$ cat config.mk
export PLATFORM = sky130hd
export DESIGN_NAME = floppy_drive_control_status_regs
export DESIGN_NICKNAME = d
export VERILOG_FILES = /design/src/design/edge_flag.v /design/src/design/drive_decode.v /design/src/design/floppy_drive_control_status_regs.v
export VERILOG_INCLUDE_DIRS = /design/src /design/src/design
export SDC_FILE = /design/constraint.sdc
export NUM_CORES = 1
export LEC_CHECK = 0
export ABC_AREA = 1
export BUFFER_PORTS_ARGS = -buffer_cell sky130_fd_sc_hd__buf_4
export CAP_MARGIN = 15
export CORE_ASPECT_RATIO = 1.5
export CORE_MARGIN = 4
export CORE_UTILIZATION = 45
export DETAILED_ROUTE_END_ITERATION = 6
export PLACE_DENSITY = 0.86
export SYNTH_ARGS = -nofsm -noshare
export SYNTH_HDL_FRONTEND = slang
export SYNTH_SLANG_ARGS = --single-unit
export TNS_END_PERCENT = 1
$ cat constraint.sdc
create_clock -name clk_i -period 0.9 [get_ports clk_i]
set_input_delay 0.27 -clock clk_i [delete_from_list [all_inputs] [get_ports clk_i]]
set_output_delay 0.27 -clock clk_i [all_outputs]
set_load 0.005 [all_outputs]
$ cat src/design/fdc_drive_regs_map.vh
// Register offsets, field positions, reset values and mode codes
// for the drive control and status register bank.
// Included by the decode and register design files of the bank, not by the edge_flag module; definitions only.
`ifndef FDC_DRIVE_REGS_MAP_VH
`define FDC_DRIVE_REGS_MAP_VH

// Register offsets from the controller base address
`define OFF_STATUS_SECOND  3'h1
`define OFF_OUTPUT_CONTROL 3'h2
`define OFF_TAPE_SCRATCH   3'h3
`define OFF_DIGITAL_INPUT  3'h7

// Host compatibility modes on mode_i
`define MODE_BASELINE      2'h0
`define MODE_ENHANCED      2'h1
`define MODE_LATCHED       2'h2

// Output control register fields
`define DOC_SEL_HI          1
`define DOC_SEL_LO          0
`define DOC_SOFT_RESET_N    2
`define DOC_DMA_IRQ_GATE    3
`define DOC_MOTOR_LO        4
`define DOC_MOTOR_HI        7

// Reset values and read enable patterns
`define DOC_RESET          8'h00
`define TAPE_RESET         2'h0
`define BUS_IDLE           8'h00
`define OE_OFF             8'hFF
`define OE_ALL_ON          8'h00
`define OE_TAPE_ONLY       8'hFC

// Enhanced layout constant top bits
`define ENH_TOP_BITS       2'h3

`endif

$ cat src/design/edge_flag.v
// One status bit driven by the rising edge of a sampled level.
// Assumes sig_i is synchronous to clk_i; in toggle mode the bit
// flips on each edge, otherwise it latches until clear_i.
`timescale 1ns/1ps

module edge_flag (
  input  wire clk_i,         // Controller clock
  input  wire reset_n_i,     // Hardware reset, active low
  input  wire sig_i,         // Level whose rising edge counts
  input  wire toggle_mode_i, // 1: toggle, 0: set and hold
  input  wire clear_i,       // Clears a held flag
  output reg  flag_o         // Status bit
);

  reg last;

  // Edge capture; a set in the clearing cycle wins so no event is lost
  always @(posedge clk_i or negedge reset_n_i) begin
    if (!reset_n_i) begin
      // Starts high so an input idling high shows no edge after reset
      last   <= 1'b1;
      flag_o <= 1'b0;
    end else begin
      last <= sig_i;
      if (sig_i && !last)
        flag_o <= toggle_mode_i ? ~flag_o : 1'b1;
      else if (clear_i && !toggle_mode_i)
        flag_o <= 1'b0;
    end
  end

endmodule

$ cat src/design/drive_decode.v
// Decodes the output control register into drive selects and
// motor enables, all active low. Pure combinational logic; the
// caller registers the results before they reach any pin.
`timescale 1ns/1ps
`include "fdc_drive_regs_map.vh"

module drive_decode (
  input  wire [7:0] doc_i,   // Output control register value
  input  wire       swap_i,  // 1: drives 0 and 1 exchanged
  output reg  [3:0] sel_n_o, // Drive selects, active low
  output reg  [3:0] mot_n_o  // Motor enables, active low
);

  wire [1:0] code;
  wire [3:0] mot;

  assign code = doc_i[`DOC_SEL_HI:`DOC_SEL_LO];
  assign mot  = doc_i[`DOC_MOTOR_HI:`DOC_MOTOR_LO];

  // binary code, at most one select, gated by its motor bit; normal, swapped decode
  always @* begin
    sel_n_o = 4'hF;
    case (code)
      2'h0: sel_n_o[swap_i ? 1 : 0] = ~mot[0];
      2'h1: sel_n_o[swap_i ? 0 : 1] = ~mot[1];
      2'h2: sel_n_o[2] = ~mot[2];
      default: sel_n_o[3] = ~mot[3];
    endcase
    // motor bits; swaps motors of drives 0 and 1
    mot_n_o[0] = swap_i ? ~mot[1] : ~mot[0];
    mot_n_o[1] = swap_i ? ~mot[0] : ~mot[1];
    mot_n_o[2] = ~mot[2];
    mot_n_o[3] = ~mot[3];
  end

endmodule

$ cat src/design/floppy_drive_control_status_regs.v
// Drive control and status registers of the floppy controller:
// second status register, output control register, tape scratch.
// Assumes a synchronous 8-bit host I/O strobe interface and drive
// and core signals already synchronous to clk_i.
`timescale 1ns/1ps
`include "fdc_drive_regs_map.vh"

module floppy_drive_control_status_regs #(
  parameter integer RESET_MIN_NS = 100, // Least soft reset width
  parameter integer CLK_MHZ      = 25   // Clock rate
) (
  input  wire       clk_i,                    // Controller clock
  input  wire       reset_n_i,                // Hard reset, active low
  input  wire [2:0] addr_i,                   // Register offset
  input  wire       rd_i,                     // Read strobe
  input  wire       wr_i,                     // Write strobe
  input  wire [7:0] data_i,                   // Write data
  output reg  [7:0] data_o,                   // Read data
  output reg  [7:0] data_oe_n_o,              // Per-bit enable, low drives
  input  wire [1:0] mode_i,                   // Compatibility mode
  input  wire       swap_drives_i,            // Swap drives 0 and 1
  input  wire       read_data_n_i,            // Read data from drive
  input  wire       write_data_n_i,           // Write data to drive
  input  wire       write_gate_out_i,         // Write gate to drive
  input  wire       second_drive_present_n_i, // Second drive fitted
  input  wire       dma_req_i,                // Core DMA request
  input  wire       irq_i,                    // Core interrupt
  input  wire       dma_ack_n_i,              // Host DMA acknowledge
  input  wire       tc_i,                     // Host terminal count
  output reg        dma_req_o,                // DMA request pin
  output reg        dma_req_oe_n_o,           // Its enable, low drives
  output reg        irq_o,                    // Interrupt pin
  output reg        irq_oe_n_o,               // Its enable, low drives
  output reg        dma_ack_n_o,              // Gated acknowledge to core
  output reg        tc_o,                     // Gated count to core
  output reg        soft_reset_o,             // Controller reset level
  output reg        drive_select_out_zero_n_o,  // Drive select 0
  output reg        drive_select_out_one_n_o,   // Drive select 1
  output reg        drive_select_out_two_n_o,   // Drive select 2
  output reg        drive_select_out_three_n_o, // Drive select 3
  output reg        motor_out_zero_n_o,       // Motor 0
  output reg        motor_out_one_n_o,        // Motor 1
  output reg        motor_out_two_n_o,        // Motor 2
  output reg        motor_out_three_n_o       // Motor 3
);

  // least reset width in cycles, rounded up; the host must
  // keep it, and even back-to-back writes span a full clock here
  localparam integer RESET_MIN_CYC =
    (RESET_MIN_NS * CLK_MHZ + 999) / 1000;

  // Address match of a taken strobe
  function hit;
    input       strobe;
    input [2:0] addr;
    input [2:0] off;
    begin
      hit = strobe && (addr == off);
    end
  endfunction

  reg  [7:0] drive_output_control;
  reg  [1:0] tape_select_scratch;
  reg  [7:0] next_data;
  reg  [7:0] next_oe_n;
  wire [3:0] sel_n;
  wire [3:0] mot_n;
  wire       enhanced;
  wire       latched;
  wire       input_read;
  wire       gate;
  wire       rd_toggle;
  wire       wd_toggle;
  wire       wg_flag;
  wire       rd_flag;
  wire       wd_flag;
  wire [7:0] drive_status_second;

  // mode selection; code 3 is neither layout, so a status
  // read floats there and the gate bit alone opens the pins
  assign enhanced = (mode_i == `MODE_ENHANCED);
  assign latched  = (mode_i == `MODE_LATCHED);

  // Reading the digital input register clears latched status bits;
  // that register lives elsewhere, only its read strobe is seen here
  assign input_read = hit(rd_i, addr_i, `OFF_DIGITAL_INPUT);

  // output register write; soft reset bit leaves the rest
  always @(posedge clk_i or negedge reset_n_i) begin
    if (!reset_n_i)
      drive_output_control <= `DOC_RESET;
    else if (hit(wr_i, addr_i, `OFF_OUTPUT_CONTROL))
      drive_output_control <= data_i;
  end

  // tape scratch, hard reset only; two bits kept
  // The bits are only stored; nothing inside the bank uses them
  always @(posedge clk_i or negedge reset_n_i) begin
    if (!reset_n_i)
      tape_select_scratch <= `TAPE_RESET;
    else if (hit(wr_i, addr_i, `OFF_TAPE_SCRATCH))
      tape_select_scratch <= data_i[1:0];
  end

  // controller held in reset while the bit reads zero
  always @(posedge clk_i or negedge reset_n_i) begin
    if (!reset_n_i)
      soft_reset_o <= 1'b1;
    else
      soft_reset_o <= ~drive_output_control[`DOC_SOFT_RESET_N];
  end

  drive_decode u_decode (
    .doc_i   (drive_output_control),
    .swap_i  (swap_drives_i),
    .sel_n_o (sel_n),
    .mot_n_o (mot_n)
  );

  // Drive pins registered; hard reset deasserts all of them
  always @(posedge clk_i or negedge reset_n_i) begin
    if (!reset_n_i) begin
      drive_select_out_zero_n_o  <= 1'b1;
      drive_select_out_one_n_o   <= 1'b1;
      drive_select_out_two_n_o   <= 1'b1;
      drive_select_out_three_n_o <= 1'b1;
      motor_out_zero_n_o         <= 1'b1;
      motor_out_one_n_o          <= 1'b1;
      motor_out_two_n_o          <= 1'b1;
      motor_out_three_n_o        <= 1'b1;
    end else begin
      drive_select_out_zero_n_o  <= sel_n[0];
      drive_select_out_one_n_o   <= sel_n[1];
      drive_select_out_two_n_o   <= sel_n[2];
      drive_select_out_three_n_o <= sel_n[3];
      motor_out_zero_n_o         <= mot_n[0];
      motor_out_one_n_o          <= mot_n[1];
      motor_out_two_n_o          <= mot_n[2];
      motor_out_three_n_o        <= mot_n[3];
    end
  end

  // read-data toggle; active low input, so inactive edge rises
  edge_flag u_rd_toggle (
    .clk_i         (clk_i),
    .reset_n_i     (reset_n_i),
    .sig_i         (read_data_n_i),
    .toggle_mode_i (1'b1),
    .clear_i       (1'b0),
    .flag_o        (rd_toggle)
  );

  // write-data toggle on its inactive edge
  edge_flag u_wd_toggle (
    .clk_i         (clk_i),
    .reset_n_i     (reset_n_i),
    .sig_i         (write_data_n_i),
    .toggle_mode_i (1'b1),
    .clear_i       (1'b0),
    .flag_o        (wd_toggle)
  );

  // write gate latch, cleared by input register read
  edge_flag u_wg_flag (
    .clk_i         (clk_i),
    .reset_n_i     (reset_n_i),
    .sig_i         (write_gate_out_i),
    .toggle_mode_i (1'b0),
    .clear_i       (input_read),
    .flag_o        (wg_flag)
  );

  edge_flag u_rd_flag (
    .clk_i         (clk_i),
    .reset_n_i     (reset_n_i),
    .sig_i         (read_data_n_i),
    .toggle_mode_i (1'b0),
    .clear_i       (input_read),
    .flag_o        (rd_flag)
  );

  // write-data latch, not qualified by write gate
  edge_flag u_wd_flag (
    .clk_i         (clk_i),
    .reset_n_i     (reset_n_i),
    .sig_i         (write_data_n_i),
    .toggle_mode_i (1'b0),
    .clear_i       (input_read),
    .flag_o        (wd_flag)
  );

  // enhanced layout; latched layout
  // Motor bits read the pins, so they follow the swap as well
  assign drive_status_second = enhanced ?
    {`ENH_TOP_BITS,
     drive_output_control[`DOC_SEL_LO],
     wd_toggle,
     rd_toggle,
     write_gate_out_i,
     ~motor_out_one_n_o,
     ~motor_out_zero_n_o} :
    {second_drive_present_n_i,
     drive_select_out_one_n_o,
     drive_select_out_zero_n_o,
     wd_flag,
     rd_flag,
     wg_flag,
     drive_select_out_three_n_o,
     drive_select_out_two_n_o};

  // Read mux; unmapped offsets leave the bus floating
  always @* begin
    next_data = `BUS_IDLE;
    next_oe_n = `OE_OFF;
    if (rd_i) begin
      case (addr_i)
        `OFF_STATUS_SECOND: begin
          // baseline mode never drives this read
          if (enhanced || latched) begin
            next_data = drive_status_second;
            next_oe_n = `OE_ALL_ON;
          end
        end
        `OFF_OUTPUT_CONTROL: begin
          next_data = drive_output_control;
          next_oe_n = `OE_ALL_ON;
        end
        `OFF_TAPE_SCRATCH: begin
          // only the two low bits drive
          next_data = {6'h00, tape_select_scratch};
          next_oe_n = `OE_TAPE_ONLY;
        end
        default: begin
          next_data = `BUS_IDLE;
          next_oe_n = `OE_OFF;
        end
      endcase
    end
  end

  // Read data answers one clock after the strobe is taken
  // Holding rd_i for several clocks gives one answer per clock
  always @(posedge clk_i or negedge reset_n_i) begin
    if (!reset_n_i) begin
      data_o      <= `BUS_IDLE;
      data_oe_n_o <= `OE_OFF;
    end else begin
      data_o      <= next_data;
      data_oe_n_o <= next_oe_n;
    end
  end

  // gate bit opens the pins; enhanced mode always open
  assign gate = enhanced || drive_output_control[`DOC_DMA_IRQ_GATE];

  // Hard reset floats the pins, since the mode is not known then;
  // in enhanced mode they open one clock after reset is released
  always @(posedge clk_i or negedge reset_n_i) begin
    if (!reset_n_i) begin
      dma_req_o      <= 1'b0;
      dma_req_oe_n_o <= 1'b1;
      irq_o          <= 1'b0;
      irq_oe_n_o     <= 1'b1;
      dma_ack_n_o    <= 1'b1;
      tc_o           <= 1'b0;
    end else begin
      dma_req_o      <= gate && dma_req_i;
      dma_req_oe_n_o <= ~gate;
      irq_o          <= gate && irq_i;
      irq_oe_n_o     <= ~gate;
      dma_ack_n_o    <= gate ? dma_ack_n_i : 1'b1;
      tc_o           <= gate && tc_i;
    end
  end

endmodule

==> flow_metrics.py <==
metrics = {
    "die": {
        "die_area_sq_um": 5010,
        "floorplan.io_pins": 57,
        "die_w_microns": 59.1,
        "core_area_sq_um": 3720,
        "rows": 27,
        "start_util": 0.475,
        "die_h_microns": 84.7,
    },
    "detailed_routing": {
        "ant_nets": 0,
        "drt_iter0_markers": 35,
        "wl_per_cell_microns": 13.2,
        "drc": 0,
        "vias": 1431,
        "via_per_inst": 4.77,
        "drt-pass1-iter-count": 4,
        "drt-total-wl_microns": 3960,
    },
    "sta": {
        "min_period_ns": 1.24,
        "maxSlewHeadroom": 0.848,
        "finalSetupViolations": 35,
        "slew_viol_final": 0,
        "min_period_over_period": 1.38,
        "worst_pin_slew_ns": 0.228,
        "hold_viol": 0,
        "fmax_mhz": 804,
        "rsz0062_at_grt": "true",
        "fin_skew_ns": 0.00763,
        "holdWs_ns": 0.0858,
        "setup_slack_ns": -0.344,
    },
    "logic_synthesis": {
        "synthAdderAreaFrac": 0.0142,
        "synth_seq_area_share": 0.607,
        "synth_xor_xnor_area_share": 0.00992,
        "avgSynthCellArea_sq_um": 9.39,
        "netlist_instances": 188,
        "yosys.area_share.simple": 0.204,
        "synth_top_area_share": 0.369,
        "yosysWarnings": 0,
        "synth_top_family_by_area": "simple AND/OR/NAND/NOR gates",
        "synth_top_area_cell": "dfrtp_1",
        "synth_compound_area_frac": 0.0730,
        "syn-cell-area_sq_um": 1770,
        "syn_nets": 216,
        "muxShareOfSynthArea": 0,
        "synthTopCellsByArea": "dfrtp_1 37%, dfstp_2 24%, nand2_1 10%",
        "synth-seq-cells": 42,
        "yosysUniqueCellTypes": 27,
    },
    "outcome": {
        "status": "finished, violations left",
        "violations": "negative setup slack",
    },
    "run": {
        "drv_cap": 0,
    },
    "worst_setup_path": {
        "cp.arrival_ns": 0.97,
        "cpMaxStageDelayCell": "dfstp_2",
        "path_buf_inv": 1,
        "critPathKind": "reg2out",
        "worst_setup_path_end_kind": "output port",
        "cp_cell_sequence": "buf_4",
        "crit_path_start_kind": "flop",
        "cp_top_family": "flip-flops",
        "cp_max_fo": 6,
        "required_ns": 0.63,
        "cpPeakStageDelay_ns": 0.57,
    },
    "cts": {
        "post_cts_buffers": 0,
        "cts_tree": "done",
        "htreeDepth": 2,
        "clk_latency_ns": 0.29,
        "root_buffer": "clkbuf_8",
        "path_clk_slew_ns": 0.07,
        "clkSinkCount": 42,
        "cts_buffers": 5,
        "clockBufferDepth": 2,
    },
    "placed_design": {
        "port_buffers": 56,
        "pre_cts_ws_ns": -0.305,
        "dp_cells": 291,
        "routabilityCongestion": 0.824,
        "hpwl_microns": 3100,
        "postPlaceCellArea_sq_um": 2310,
    },
    "grt": {
        "grt_overflow": 0,
        "grt_max_degree": 43,
        "grt_pass1_vias": 1475,
        "grt_pass1_wl_microns": 6670,
        "grt_use_met3": 0.0400,
        "globalRouteMet1Util": 0.192,
        "gr-usage-met2": 0.312,
        "antenna_found_initial": 0,
        "grt_busiest_layer": "met2",
        "grt.total_usage": 0.177,
    },
    "finish": {
        "final_common_cell": "buf_4",
        "fin_cells": 300,
        "diodes": 0,
        "final_layout_size_suffix_gt1_frac": 0.436,
        "final_cell_mix": "50 x buf_4, 48 x nand2_1, 25 x dfrtp_1",
        "nets": 284,
        "fin_util": 0.674,
        "area_growth_pct": 41.8,
        "final_cell_area_sq_um": 2500,
    },
    "worst_hold_path": {
        "hp-class": "in2reg",
    },
    "power": {
        "ir_drop_v": 0.00127,
        "leakagePower_nw": 1.25,
        "p_per_area_nw_per_um2": 1790,
    },
}
==> final timing paths <==
check / end / slack (ns) / start / cells past startpoint
setup reg to reg: data_o[0]$_DFF_PN0_ / -0.09 / motor_out_zero_n_o$_DFF_PN1_ / 5
max in group asynchronous: motor_out_two_n_o$_DFF_PN1_ / 0.17 / reset_n_i / 3
setup / recovery: data_oe_n_o[6] / -0.34 / data_oe_n_o[6]$_DFF_PN1_ / 1
min in group asynchronous: data_o[1]$_DFF_PN0_ / 0.46 / reset_n_i / 3
hold / removal: u_rd_flag.last$_DFF_PN1_ / 0.09 / read_data_n_i / 1
hold reg to reg: soft_reset_o$_DFF_PN1_ / 0.42 / drive_output_control[2]$_DFFE_PN0P_ / 1
==> report_power, final <==
| part | internal, mW | switching, mW | total [mW] |
|---|---|---|---|
| combinational | 0.486 | 0.379 | 0.865 |
| sequential | 2.21 | 0.207 | 2.41 |
| clock | 0.625 | 0.578 | 1.20 |
==> registers in the layout (all words and copies together) (netlist names), 2 cells and up <==
signal,count
data_oe_n_o,2
tape_select_scratch,2
data_o,8
drive_output_control,8
==> logic make-up (layout without fill, tap and decap cells) <==
logic type / after synthesis / count (layout)
flip-flops: 42 / 42
XOR/XNOR: 2 / 2
buffers and inverters: 34 / 103
AO/OA/AOI/OAI: 24 / 24
adder cells (fa/ha/maj): 2 / 2
AND/OR/NAND/NOR: 84 / 84
==> stage by stage <==
stage | total power [mW] | setup TNS, ns
finish | 4.48 | -8.01
detailed placement | 3.24 | -5.87
global route | 4.73 | -9.25
global placement | 3.20 | -5.25
floorplan | 2.76 | -0.794
CTS | 4.52 | -8.40
==> cells in the mapped netlist (all sizes together) <==
library cell and number:
nand2 50, dfrtp 26, inv 23, dfstp 16, nor2 16, o21ai 12, nand3 10, buf 9
a21oi 8, nor3 3, or2 3, ha 2, nand4 2, xnor2 2, a21boi 1, a31oi 1
a32oi 1, clkbuf 1, clkinv 1, o22ai 1
==> timing repair <==
item,in CTS,in global routing
endpoints found under the hold margin,26,0
gates resized for setup,20,9
endpoints found under the setup margin,36,46
pin swaps,4,1
hold buffers,1,0
==> metal layers <==
| layer | up-vias | wire, microns |
|---|---|---|
| met2 | 34 | 2190 |
| met5 | - | 0 |
| li1 | 715 | - |
| met1 | 675 | 1470 |
| met4 | 0 | 105 |
| met3 | 7 | 189 |
==> area by class of cell <==
| type | count | area, sq um |
|---|---|---|
| multi-input combinational | 112 | 576 |
| fill | 285 | 1210 |
| clock buffer | 8 | 90.1 |
| sequential | 42 | 1070 |
| inverter | 24 | 92.6 |
| tap | 43 | 53.8 |
| timing repair buffer | 71 | 619 |
Note: power is estimated with default switching activity, not from simulation.
